==> config.mk <==
export PLATFORM = sky130hd
export DESIGN_NAME = dsh_regs
export DESIGN_NICKNAME = d
export VERILOG_FILES = /design/src/rtl/dsh_pkg.sv /design/src/rtl/dsh_skid.sv /design/src/rtl/dsh_regs.sv
export VERILOG_INCLUDE_DIRS = /design/src /design/src/rtl
export SDC_FILE = /design/constraint.sdc
export NUM_CORES = 1
export LEC_CHECK = 0
export ABC_AREA = 1
export BUFFER_PORTS_ARGS = -buffer_cell sky130_fd_sc_hd__buf_2
export CAP_MARGIN = 10
export CELL_PAD_IN_SITES_DETAIL_PLACEMENT = 1
export CELL_PAD_IN_SITES_GLOBAL_PLACEMENT = 2
export CORE_AREA = 2 2 348 350
export DETAILED_ROUTE_END_ITERATION = 10
export DIE_AREA = 0 0 350 352
export PLACE_DENSITY_LB_ADDON = 0.15
export SLEW_MARGIN = 10
export SYNTH_ARGS = -nofsm -noshare
export SYNTH_HDL_FRONTEND = slang
export SYNTH_SLANG_ARGS = --single-unit
==> constraint.sdc <==
create_clock -name clock -period 6 [get_ports clock]
set_input_delay 0.6 -clock clock [delete_from_list [all_inputs] [get_ports clock]]
set_output_delay 0.6 -clock clock [all_outputs]
set_load 0.05 [all_outputs]
==> src/rtl/dsh_map.svh <==
/*
  Offsets, frame bytes, reset values and exception codes of the destination
  serial, exception filter and traffic hold register group.
  Assumes inclusion by bare name from the package and the design modules.
*/
`ifndef DSH_MAP_SVH
`define DSH_MAP_SVH

// ****************************************
// Volatile locations
// ****************************************
`define DSH_OFF_DSN3        8'h68
`define DSH_OFF_DSN2        8'h69
`define DSH_OFF_DSN1        8'h6a
`define DSH_OFF_DSN0        8'h6b
`define DSH_OFF_EXF         8'h6c
`define DSH_OFF_HOLD        8'h6e
`define DSH_OFF_EXC         8'h6d

// ****************************************
// Non-volatile locations
// ****************************************
`define DSH_OFF_DSN3_NV     8'h1d
`define DSH_OFF_DSN2_NV     8'h1e
`define DSH_OFF_DSN1_NV     8'h1f
`define DSH_OFF_DSN0_NV     8'h20
`define DSH_OFF_EXF_NV      8'h21
`define DSH_OFF_HOLD_NV     8'h23

// ****************************************
// Command frame bytes
// ****************************************
`define DSH_HDR             8'hff
`define DSH_SIZE            8'h02
`define DSH_ESC             8'hfe
`define DSH_ACK             8'h06

// ****************************************
// Reset values and settings
// ****************************************
`define DSH_RST_DSN         8'h00
`define DSH_RST_EXF         8'hff
`define DSH_RST_HOLD        8'h00
`define DSH_HOLD_ON         8'h01

// ****************************************
// Exception codes, one bit group per class
// ****************************************
`define DSH_EXC_HOST_OVF    8'h08
`define DSH_EXC_RADIO_OVF   8'h09
`define DSH_EXC_WR_FAIL     8'h10
`define DSH_EXC_NO_ACK      8'h20
`define DSH_EXC_BAD_CSUM    8'h40
`define DSH_EXC_BAD_HDR     8'h41
`define DSH_EXC_BAD_SEQ     8'h42
`define DSH_EXC_BAD_FTYPE   8'h43

// ****************************************
// Buffer sizes
// ****************************************
`define DSH_RF_DEPTH        64
`define DSH_RF_AW           6

`endif

==> src/rtl/dsh_pkg.sv <==
/*
  Types shared by the register group and its output buffer.
  Assumes the map header sits beside it.
*/
`default_nettype none
package dsh_pkg;
  `include "dsh_map.svh"

  // One byte plus its command-response marker
  typedef struct packed {
    logic       is_data;   // High marks received radio data
    logic [7:0] data;      // Byte to send
  } dsh_byte_t;

  // Command parser states
  typedef enum logic [2:0] {
    DSH_IDLE = 3'b000,
    DSH_SIZE_ST = 3'b001,
    DSH_ADDR = 3'b010,
    DSH_RADDR = 3'b011,
    DSH_VAL = 3'b100
  } dsh_cmd_t;

  // Read answer states
  typedef enum logic [1:0] {
    DSH_ANS_IDLE = 2'b00,
    DSH_ANS_ACK = 2'b01,
    DSH_ANS_ADR = 2'b10,
    DSH_ANS_VAL = 2'b11
  } dsh_ans_t;
endpackage : dsh_pkg
`default_nettype wire

==> src/rtl/dsh_skid.sv <==
/*
  Two-entry buffer with valid and ready on both sides.
  Assumes one clock and an asynchronous active-high reset.
*/
`timescale 1ns/1ps
`default_nettype none
module dsh_skid
  import dsh_pkg::*;
(
  input  wire logic      clock,
  input  wire logic      rst,
  input  wire logic      in_valid,
  output logic           in_ready,
  input  wire dsh_byte_t in_data,
  output logic           out_valid,
  input  wire logic      out_ready,
  output dsh_byte_t      out_data
);

  // ****************************************
  // State
  // ****************************************
  typedef struct packed {
    dsh_byte_t  e0;    // Head entry
    dsh_byte_t  e1;    // Second entry
    logic [1:0] cnt;   // Entries held
    logic       vld;   // Output valid, kept in a flop for the top's ports
  } dsh_skid_st_t;

  dsh_skid_st_t st_reg;    // Registered state
  dsh_skid_st_t st_next;   // Next state

  assign in_ready  = (st_reg.cnt != 2'h2);
  assign out_valid = st_reg.vld;
  assign out_data  = st_reg.e0;

  // Push and pop in one pass; both may happen together
  always_comb
  begin
    logic push;
    logic pop;
    push = in_valid && in_ready;
    pop  = out_valid && out_ready;
    st_next = st_reg;
    if (pop)
    begin
      st_next.e0 = st_reg.e1;
    end
    if (push)
    begin
      // Landing slot depends on what remains after the pop
      if ((st_reg.cnt == 2'd0) || (st_reg.cnt == 2'd1 && pop))
        st_next.e0 = in_data;
      else
        st_next.e1 = in_data;
    end
    st_next.cnt = st_reg.cnt + {1'b0, push} - {1'b0, pop};
    st_next.vld = (st_next.cnt != 2'h0);
  end

  // Register the state
  always_ff @(posedge clock or posedge rst)
  begin
    if (rst)
      st_reg <= '0;
    else
      st_reg <= st_next;
  end
endmodule : dsh_skid
`default_nettype wire

==> src/rtl/dsh_regs.sv <==
/*
  Destination serial number, exception filter and traffic hold registers with
  their command parser, exception line, held radio buffer and serial output.
  Assumes bytes arrive already deserialised on a one-cycle strobe from the
  command port, and that radio bytes and exception events are strobes on the
  same clock. Command line and receive-packet option come from pins.
*/
// Operation
// - Four destination serial bytes, volatile and stored.
// - One command per serial byte location.
// - Masked exception code nonzero raises line.
// - Reading exception code clears line.
// - Masked zero still records the code.
// - Filter 0x08 passes overflow exceptions only.
// - Filter 0x10 passes write failure only.
// - Filter 0x20 passes missing acknowledgement only.
// - Filter 0x40 passes reception errors only.
// - Filter 0xff passes every exception.
// - Hold on buffers radio data while low.
// - Command line high releases held data.
// - Hold off sends bytes marked as data.
// - Receive-packet option overrides traffic hold.
// - Filter at 0x6c, stored copy 0x21.
// - Traffic hold at 0x6e, stored copy 0x23.
`timescale 1ns/1ps
`default_nettype none
`include "dsh_map.svh"
module dsh_regs
  import dsh_pkg::*;
(
  input  wire logic       clock,
  input  wire logic       rst,
  input  wire logic       cmd_valid,
  input  wire logic [7:0] cmd_byte,
  input  wire logic       rf_valid,
  input  wire logic [7:0] rf_byte,
  input  wire logic       exc_valid,
  input  wire logic [7:0] exc_code,
  input  wire logic       cmd_line_n,
  input  wire logic       receive_packet_option,
  output logic            tx_valid,
  output logic [7:0]      tx_byte,
  output logic            command_response_line,
  input  wire logic       tx_ready,
  output logic            exception_output_line,
  output logic            rf_overflow,
  output logic [31:0]     destination_serial_number
);

  // ****************************************
  // State of the block
  // ****************************************
  typedef struct packed {
    logic [3:0][7:0] device_serial_number;          // Volatile serial, index 3 is MSB
    logic [3:0][7:0] dsn_nv;       // Stored serial copy
    logic [7:0]      exf;          // Volatile exception filter
    logic [7:0]      exf_nv;       // Stored filter copy
    logic [7:0]      hold;         // Volatile traffic hold
    logic [7:0]      hold_nv;      // Stored hold copy
    logic [7:0]      exc_code_reg; // Last exception code
    logic            ex_line;      // Exception output line
    dsh_cmd_t        cmd;          // Parser state
    logic [7:0]      addr;         // Addressed location
    dsh_ans_t        ans;          // Answer state
    logic [7:0]      ans_addr;     // Address echoed in the answer
    logic [7:0]      ans_val;      // Value returned
    logic [`DSH_RF_AW:0] wp;       // Radio buffer write pointer
    logic [`DSH_RF_AW:0] rp;       // Radio buffer read pointer
    logic            ovf;          // Radio buffer dropped a byte
    logic [1:0]      cmd_sync;     // Command line synchroniser
    logic [1:0]      rxp_sync;     // Receive-packet synchroniser
  } dsh_st_t;

  localparam logic [7:0] EXC_READ_OFF = `DSH_OFF_EXC;   // Exception code location

  dsh_st_t st_reg;    // Registered state
  dsh_st_t st_next;   // Next state

  // Radio buffer memory, outside the struct so it needs no reset
  logic [7:0] rf_mem [`DSH_RF_DEPTH];

  // Buffer handshake wires
  logic      buf_in_valid;   // Byte offered to the output buffer
  logic      buf_in_ready;   // Output buffer can take it
  dsh_byte_t buf_in;         // Offered byte
  logic      buf_out_valid;  // Output buffer holds a byte
  dsh_byte_t buf_out;        // Head of the output buffer

  // ****************************************
  // Derived conditions
  // ****************************************
  logic cmd_high;     // Synchronised command line
  logic rxp;          // Synchronised receive-packet option
  logic holding;      // Radio data must wait
  logic rf_empty;     // Radio buffer empty
  logic rf_full;      // Radio buffer full
  logic ans_push;     // Answer byte goes out this cycle
  logic rf_push;      // Radio byte goes out this cycle

  assign cmd_high = st_reg.cmd_sync[1];
  assign rxp      = st_reg.rxp_sync[1];
  // Packet mode ignores the hold setting entirely
  assign holding  = (st_reg.hold == `DSH_HOLD_ON) && !rxp && !cmd_high;
  assign rf_empty = (st_reg.wp == st_reg.rp);
  assign rf_full  = (st_reg.wp[`DSH_RF_AW] != st_reg.rp[`DSH_RF_AW]) &&
                    (st_reg.wp[`DSH_RF_AW-1:0] == st_reg.rp[`DSH_RF_AW-1:0]);
  // Answers win the output over radio data so a read never stalls long
  assign ans_push = (st_reg.ans != DSH_ANS_IDLE) && buf_in_ready;
  assign rf_push  = !ans_push && !rf_empty && !holding && buf_in_ready;

  // ****************************************
  // Output buffer feed
  // ****************************************
  always_comb
  begin
    buf_in_valid = ans_push || rf_push;
    buf_in       = '0;
    unique case (st_reg.ans)
      DSH_ANS_ACK: buf_in.data = `DSH_ACK;
      DSH_ANS_ADR: buf_in.data = st_reg.ans_addr;
      DSH_ANS_VAL: buf_in.data = st_reg.ans_val;
      DSH_ANS_IDLE:
      begin
        // Radio bytes carry the data marker
        buf_in.data    = rf_mem[st_reg.rp[`DSH_RF_AW-1:0]];
        buf_in.is_data = 1'b1;
      end
    endcase
  end

  // ****************************************
  // Register read decode
  // ****************************************
  function automatic logic [7:0] dsh_read(input dsh_st_t s, input logic [7:0] a);
    logic [7:0] v;
    v = 8'h00;
    // Each serial byte has its own location
    unique case (a)
      `DSH_OFF_DSN3:    v = s.device_serial_number[3];
      `DSH_OFF_DSN2:    v = s.device_serial_number[2];
      `DSH_OFF_DSN1:    v = s.device_serial_number[1];
      `DSH_OFF_DSN0:    v = s.device_serial_number[0];
      `DSH_OFF_DSN3_NV: v = s.dsn_nv[3];
      `DSH_OFF_DSN2_NV: v = s.dsn_nv[2];
      `DSH_OFF_DSN1_NV: v = s.dsn_nv[1];
      `DSH_OFF_DSN0_NV: v = s.dsn_nv[0];
      `DSH_OFF_EXF:     v = s.exf;
      `DSH_OFF_EXF_NV:  v = s.exf_nv;
      `DSH_OFF_HOLD:    v = s.hold;
      `DSH_OFF_HOLD_NV: v = s.hold_nv;
      EXC_READ_OFF:     v = s.exc_code_reg;
      default:          v = 8'h00;
    endcase
    return v;
  endfunction : dsh_read

  // ****************************************
  // Next state
  // ****************************************
  always_comb
  begin
    logic exc_clear;
    exc_clear = 1'b0;
    st_next = st_reg;

    // Pin synchronisers
    st_next.cmd_sync = {st_reg.cmd_sync[0], cmd_line_n};
    st_next.rxp_sync = {st_reg.rxp_sync[0], receive_packet_option};

    // Command parser
    if (cmd_valid)
    begin
      unique case (st_reg.cmd)
        DSH_IDLE:
          if (cmd_byte == `DSH_HDR)
            st_next.cmd = DSH_SIZE_ST;
        DSH_SIZE_ST:
          st_next.cmd = (cmd_byte == `DSH_SIZE) ? DSH_ADDR : DSH_IDLE;
        DSH_ADDR:
        begin
          // Escape marks a read, anything else is a write address
          if (cmd_byte == `DSH_ESC)
            st_next.cmd = DSH_RADDR;
          else
          begin
            st_next.addr = cmd_byte;
            st_next.cmd  = DSH_VAL;
          end
        end
        DSH_RADDR:
        begin
          // A new read takes over address and value; the answer restarts at the ack only if no answer byte goes out this cycle
          st_next.ans      = DSH_ANS_ACK;
          st_next.ans_addr = cmd_byte;
          st_next.ans_val  = dsh_read(st_reg, cmd_byte);
          exc_clear        = (cmd_byte == EXC_READ_OFF);
          st_next.cmd      = DSH_IDLE;
        end
        DSH_VAL:
        begin
          unique case (st_reg.addr)
            `DSH_OFF_DSN3:    st_next.device_serial_number[3]    = cmd_byte;
            `DSH_OFF_DSN2:    st_next.device_serial_number[2]    = cmd_byte;
            `DSH_OFF_DSN1:    st_next.device_serial_number[1]    = cmd_byte;
            `DSH_OFF_DSN0:    st_next.device_serial_number[0]    = cmd_byte;
            `DSH_OFF_DSN3_NV: st_next.dsn_nv[3] = cmd_byte;
            `DSH_OFF_DSN2_NV: st_next.dsn_nv[2] = cmd_byte;
            `DSH_OFF_DSN1_NV: st_next.dsn_nv[1] = cmd_byte;
            `DSH_OFF_DSN0_NV: st_next.dsn_nv[0] = cmd_byte;
            `DSH_OFF_EXF:     st_next.exf       = cmd_byte;
            `DSH_OFF_EXF_NV:  st_next.exf_nv    = cmd_byte;
            `DSH_OFF_HOLD:    st_next.hold      = cmd_byte;
            `DSH_OFF_HOLD_NV: st_next.hold_nv   = cmd_byte;
            default:          ;                               // Other locations ignored
          endcase
          st_next.cmd = DSH_IDLE;
        end
        default: st_next.cmd = DSH_IDLE;
      endcase
    end

    // Answer sequencing, one byte per accepted slot
    if (ans_push)
    begin
      unique case (st_reg.ans)
        DSH_ANS_ACK:  st_next.ans = DSH_ANS_ADR;
        DSH_ANS_ADR:  st_next.ans = DSH_ANS_VAL;
        DSH_ANS_VAL:  st_next.ans = DSH_ANS_IDLE;
        DSH_ANS_IDLE: st_next.ans = DSH_ANS_IDLE;
      endcase
    end

    // Exception engine; a new event wins over a clearing read
    if (exc_clear)
      st_next.ex_line = 1'b0;
    if (exc_valid)
    begin
      st_next.exc_code_reg = exc_code;
      if ((exc_code & st_reg.exf) != 8'h00)
        st_next.ex_line = 1'b1;
    end

    // Radio buffer pointers; a full buffer drops and flags
    if (rf_valid)
    begin
      if (!rf_full)
        st_next.wp = st_reg.wp + 1'b1;
      else
        st_next.ovf = 1'b1;
    end
    if (rf_push)
      st_next.rp = st_reg.rp + 1'b1;
  end

  // ****************************************
  // Registers
  // ****************************************
  always_ff @(posedge clock or posedge rst)
  begin
    if (rst)
    begin
      st_reg          <= '0;
      st_reg.exf      <= `DSH_RST_EXF;
      st_reg.exf_nv   <= `DSH_RST_EXF;
      st_reg.hold     <= `DSH_RST_HOLD;
      st_reg.hold_nv  <= `DSH_RST_HOLD;
      st_reg.cmd      <= DSH_IDLE;
      st_reg.ans      <= DSH_ANS_IDLE;
      st_reg.cmd_sync <= 2'b11;
    end
    else
      st_reg <= st_next;
  end

  // Radio memory write, no reset needed for data
  always_ff @(posedge clock)
  begin
    if (rf_valid && !rf_full)
      rf_mem[st_reg.wp[`DSH_RF_AW-1:0]] <= rf_byte;
  end

  // ****************************************
  // Output buffer; receiver stall reaches rf_push
  // ****************************************
  dsh_skid u_skid (
    .clock     (clock),
    .rst       (rst),
    .in_valid  (buf_in_valid),
    .in_ready  (buf_in_ready),
    .in_data   (buf_in),
    .out_valid (buf_out_valid),
    .out_ready (tx_ready),
    .out_data  (buf_out)
  );

  // Outputs straight from flip-flops
  assign tx_valid                  = buf_out_valid;
  assign tx_byte                   = buf_out.data;
  assign command_response_line     = buf_out.is_data;
  assign exception_output_line     = st_reg.ex_line;
  assign rf_overflow               = st_reg.ovf;
  assign destination_serial_number = st_reg.device_serial_number;
endmodule : dsh_regs
`default_nettype wire

# Yosys cells after proc, flatten, opt, wreduce, memory -nomap -nowiden

Memories as Yosys holds them, arrays and structs flattened.
Index checks and enable logic that the tools add are counted.

Add/subtract/negate cells: 4
Eq/ne operators: 42
Muxes and demuxes: 22
Bitwise operators: 4
Reductions and logical operators: 47

Operator list:

| kind                  | number |
|---|---|
| $eq A8 B7 Y1 const B  | 13 |
| $pmux W8 S13          | 1 |
| $mux W18              | 3 |
| $eq A8 B5 Y1 const B  | 6 |
| $eq A8 B6 Y1 const B  | 6 |
| $reduce_and A3 Y1     | 13 |
| $pmux W8 S4           | 1 |
| $mux W9               | 3 |
| $eq A8 B8 Y1 const B  | 2 |
| $add A7 B1 Y7 const B | 2 |
| $reduce_and A2 Y1     | 6 |
| $logic_and A1 B1 Y1   | 11 |
| $pmux W3 S3           | 1 |
| $and A8 B8 Y8         | 1 |
| $eq A8 B1 Y1 const B  | 1 |
| $eq A8 B2 Y1 const B  | 1 |
| $mux W1               | 8 |
| $reduce_bool A2 Y1    | 4 |
| $reduce_bool A8 Y1    | 1 |
| $eq A7 B7 Y1          | 1 |
| $eq A3 B2 Y1 const B  | 2 |
| $eq A6 B6 Y1          | 1 |
| $logic_not A1 Y1      | 6 |
| $mux W3               | 2 |
| other kinds (15)      | 23 |

Register bits: 174
RAM bits: 512
Output and inout port bits: 44
Logic and storage cells: 150
Memories: 1

Memory list:

| memory | words | bits a word | read ports | clocked after memory_dff | wr ports | line           | RTL |
|---|---|---|---|---|---|---|---|
| rf_mem | 64    | 8           | 1          | 0                        | 1        | dsh_regs.sv:80 | `` logic [7:0] rf_mem [`DSH_RF_DEPTH]; `` |

# Logic depth before layout (Yosys ltp)

Depth after elaboration: 11
Gate-level depth with buffers: 18
Gate-level depth less buffers: 16

# Hierarchy

A second synthesis with hierarchy kept.

Cells, all modules: 3,019
Area total of the unflattened synthesis: 30,067.6 um^2

By module, submodules not included:

| module   | times used | cells each | area an instance (um^2) | sequential area each (um^2) |
|---|---|---|---|---|
| dsh_regs | 1          | 2,878      | 28,936.5                | 19,225.9 |
| dsh_skid | 1          | 141        | 1,131.1                 | 525.5 |

# Least setup slack after synthesis

OpenSTA, ideal clock, no wires.

Path kind: register to register
From: reg u_skid.st_reg (netlist bit u_skid.out_valid)
To: reg u_skid.st_reg (netlist bit u_skid.out_valid)
Data arrival time: 2.277 ns
Required time: 5.873 ns
Path slack: 3.596 ns
Stages on the path, launching flop included: 10
Buffers on the path: 1
Cell sequence: dfrtp_1 > nand2_1 > clkbuf_1 > clkinv_1 > ha_1 > inv_1 > ha_1 > xnor2_1 > xnor2_1 > or2_2

RTL lines:

| item                     | line           | RTL |
|---|---|---|
| start: declaration       | dsh_skid.sv:30 | `dsh_skid_st_t st_reg;` |
| start signal: assignment | dsh_skid.sv:67 | `st_reg <= st_next;` |

# Final worst setup path

From: reg st_reg[5] (netlist bit)
To: mem rf_mem[50][7], enable pin

Word-level cells in the longest chain between the ends: 6

Ends and longest elaborated chain:

| item                     | line            | RTL |
|---|---|---|
| start: declaration       | dsh_regs.sv:76  | `dsh_st_t st_reg;` |
| start signal: assignment | dsh_regs.sv:272 | `st_reg <= st_next;` |
| $eq A6 B6 Y1             | dsh_regs.sv:106 | `` (st_reg.wp[`DSH_RF_AW-1:0] == st_reg.rp[`DSH_RF_AW-1:0]); `` |
| $logic_and A1 B1 Y1      | dsh_regs.sv:105 | `` assign rf_full = (st_reg.wp[`DSH_RF_AW] != st_reg.rp[`DSH_RF_AW]) && `` |
| $logic_not A1 Y1         | dsh_regs.sv:278 | `if (rf_valid && !rf_full)` |
| $logic_and A1 B1 Y1      | dsh_regs.sv:278 |  |
| $mux W1                  | dsh_regs.sv:278 |  |
| $mux W1                  | dsh_regs.sv:279 | `` rf_mem[st_reg.wp[`DSH_RF_AW-1:0]] <= rf_byte; `` |
| end: declaration         | dsh_regs.sv:80  |  |

No other way between the ends.

==> results.yml <==
clocking:
  cts_max_path_buffers: 3
  htreeDepth: 3
  clk_latency_ns: 0.65
  post_cts.repair.setup_buffers: 0
  numCtsBuffers: 84
  holdBufCountCts: 1
  cts_tree: "done"
  cts_resized: 0
  cts.sinks: 686
  clock-root-buffer: "clkbuf_16"
  clk_pin_slew_ns: 0.06
power_and_ir_drop:
  leakage_nw: 13.14
  seq_power_share_pct: 36.4
  switchingPower_mw: 5.815
  powerDensity_nw_per_um2: 454.4
  pwr-share-clk_pct: 33.5
  internal_power_mw: 9.703
  comb_power_share_pct: 30.0
  swShare_pct: 37.47
  ir_worst_vdd_uv: 196.7
sta:
  slew-limit-headroom_pct: 22.82
  fin_ws_ns: 1.302
  period_minus_slack_ns: 4.698
  maxSlewViolCount: 0
  setup_tns_ns: 0
  min_period_over_period_pct: 78.31
  worstMarginPinSlew_ns: 1.154
  finalHoldViolations: 0
  max_freq_ghz: 0.2128
  setup_violations: 0
  fin_skew_ns: 0.03023
  rsz0062_at_grt: "false"
setup_path:
  critical_path.max_fanout: 75
  cpPeakStageDelay_ns: 1.07
  crit_end: "rf_mem[50][7]"
  path_cells: "inv_6 > nand2_1 > a21oi_1 > nand2_1 > nor2_2 > a21oi_2 > nand4_1 > nor2_1"
  required_ns: 6.27
  critPathArrivalTime_ns: 4.97
  rrSetupSlack_ns: 1.30
  startpoint_type: "flip-flop"
  path_class: "flip-flop to flip-flop"
  r2r-end: "rf_mem[50][7]"
  crit_top_cell: "nand2_1"
  ff2ff_path_depth: 8
  cp-end-kind: "flip-flop"
  setup.worst_path.start: "st_reg[5]"
  rr_startpoint: "st_reg[5]"
  cp_slowest_cell: "nand4_1"
floorplan:
  die_y_um: 352
  core_um2: 119300
  boundaryPins: 76
  initial_core_util_pct: 24.81
  rows: 127
  dieWidth_um: 350
  die_area_um2: 123200
finish:
  stdcell_area_um2: 34150
  largest_reg_flops: 512
  fin_nets: 2960
  syn_to_final_growth_pct: 15.33
  final_cell_mix: "nand2_1, edfxtp_1, nor2_1"
  layout-drive-gt1-share_pct: 9.624
  layout_commonest_cell: "nand2_1"
drt:
  drt_pass1_iterations: 5
  num_vias: 20516
  drt_iter0_markers: 1220
  wl_um: 99310
  vias_per_cell: 4.465
  drc: 0
  detail-route-antenna-nets: 0
  routedWlPerCell_um: 21.61
synthesis:
  synth_top_area_cell: "edfxtp_1"
  synth.area.top_cells: "edfxtp_1, dfrtp_1, nand2_1, nor2_1, o21ai_0"
  async_flop_share_pct: 25.36
  synth-edff-count: 512
  avgSynthCellArea_um2: 10.23
  seq_area_frac_synth_pct: 66.71
  syn-cell-area_um2: 29610
  synth.top_cell.area_share_pct: 51.92
  ys.flop_type: "edfxtp_1"
  ys_ff_latch: 686
  yosysWarningCount: 0
  ys_types: 44
  synth_nets: 2936
  syn_inst: 2895
global_route:
  grt_overflow: 0
  grt_max_degree: 116
  grt_pass1_wl_um: 149700
  grt_usage_pct: 16.25
  antenna_found_initial: 1
  grt_pass1_vias: 22165
outcome:
  status: "complete, no violations"
placed_design:
  gp_congestion: 0.7659
  place_area_um2: 31370
  dpl.hpwl_um: 62170
  portBuffers: 75
  place_ws_ns: 1.216
worst_hold_path:
  hp-class: "input port to flip-flop"
flow_run:
  max_cap_violations: 0
Yosys cell counts, types with 2 or more instances:
library cell / count
clkinv_1: 9
edfxtp_1: 512
a21oi_1: 26
buf_4: 57
inv_1: 206
nand2_1: 679
a32o_1: 4
nor2_2: 2
nand2_2: 2
nand4_1: 11
nor4_1: 8
dfrtp_1: 156
mux2_2: 2
o22ai_1: 4
buf_1: 7
o21ai_1: 31
nand3_1: 178
o211ai_1: 24
a31oi_1: 6
nand4_2: 4
o21ai_0: 303
or2_2: 6
nor3_1: 13
nor2_1: 449
clkbuf_1: 63
dfstp_2: 18
buf_2: 47
a211oi_1: 4
buf_6: 2
inv_2: 8
nand2_4: 2
ha_1: 9
xnor2_1: 3
a221oi_1: 11
a22o_1: 8
xor2_1: 13
critical path, delay by kind of cell (launching register included):
family                 cells  cell delay [ns]
AOI/OAI and AO/OA          2             0.68
buffers and inverters      1             0.36
DFF                        1             0.84
and+or+nand+nor            5             2.43
cell families (layout without fill, tap and decap cells):
family	after synthesis	after routing	share of synthesized area, %
buffers and inverters	399	486	6.030
adders and majority gates	9	9	0.3803
and+or+nand+nor	1358	1358	18.51
AOI/OAI and AO/OA	425	425	7.822
other	0	1	0
muxes	2	2	0.07606
DFF	686	686	66.71
xor gates and xnor gates	16	16	0.4733
area by class of cell:
cell class / count / area, um2
sequential: 686 / 19760
tap: 1612 / 2017
inverter: 223 / 852.1
clock buffer: 108 / 2293
clock inverter: 41 / 478.0
fill: 13391 / 85190
timing repair buffer: 114 / 674.4
antenna: 1 / 2.502
multi-input combinational: 1810 / 8073
per-stage QoR:
step / utilization, % / instances / total power, mW / hold slack [ns]
after detailed placement: 26.28 / 4444 / 10.55 / 0.3490
after floorplan: - / 2895 / 8.710 / 0.3312
final: 28.62 / 4595 / 15.52 / 0.06780
after global placement: 26.27 / 4443 / 10.55 / 0.3418
after global routing: 28.61 / 4594 / 16.48 / 0.04156
after CTS: 28.61 / 4594 / 15.85 / 0.006335
worst min path at each step:
stage	from	endpoint	slack [ns]	cells after the start
after floorplan	st_next[1]	rxp	0.33	0
after global placement	st_next[1]	rxp	0.34	0
after detailed placement	st_next[3]	cmd_high	0.35	0
after CTS	receive_packet_option	st_next[1]	0.006	1
after global routing	receive_packet_option	st_next[1]	0.04	1
final	receive_packet_option	st_next[1]	0.07	1
power by group through the flow:
| stage | combinational (mW) | sequential, mW | clock (mW) |
|---|---|---|---|
| after global routing | 5.25 | 5.70 | 5.53 |
| after global placement | 4.80 | 5.75 | 0 |
| final | 4.66 | 5.65 | 5.20 |
| after floorplan | 3.12 | 5.59 | 0 |
| after detailed placement | 4.79 | 5.76 | 0 |
| after CTS | 4.81 | 5.66 | 5.37 |
per-layer routing:
metal | vias up | global-route usage, % | part of all wire, %
met1 | 10420 | 23.89 | 50
li1 | 9736 | - | -
met4 | 0 | 3.793 | 1.7
met3 | 109 | 1.938 | 2.9
met5 | - | 0 | 0
met2 | 251 | 25.38 | 45
Power figures use the tool's default switching activity.
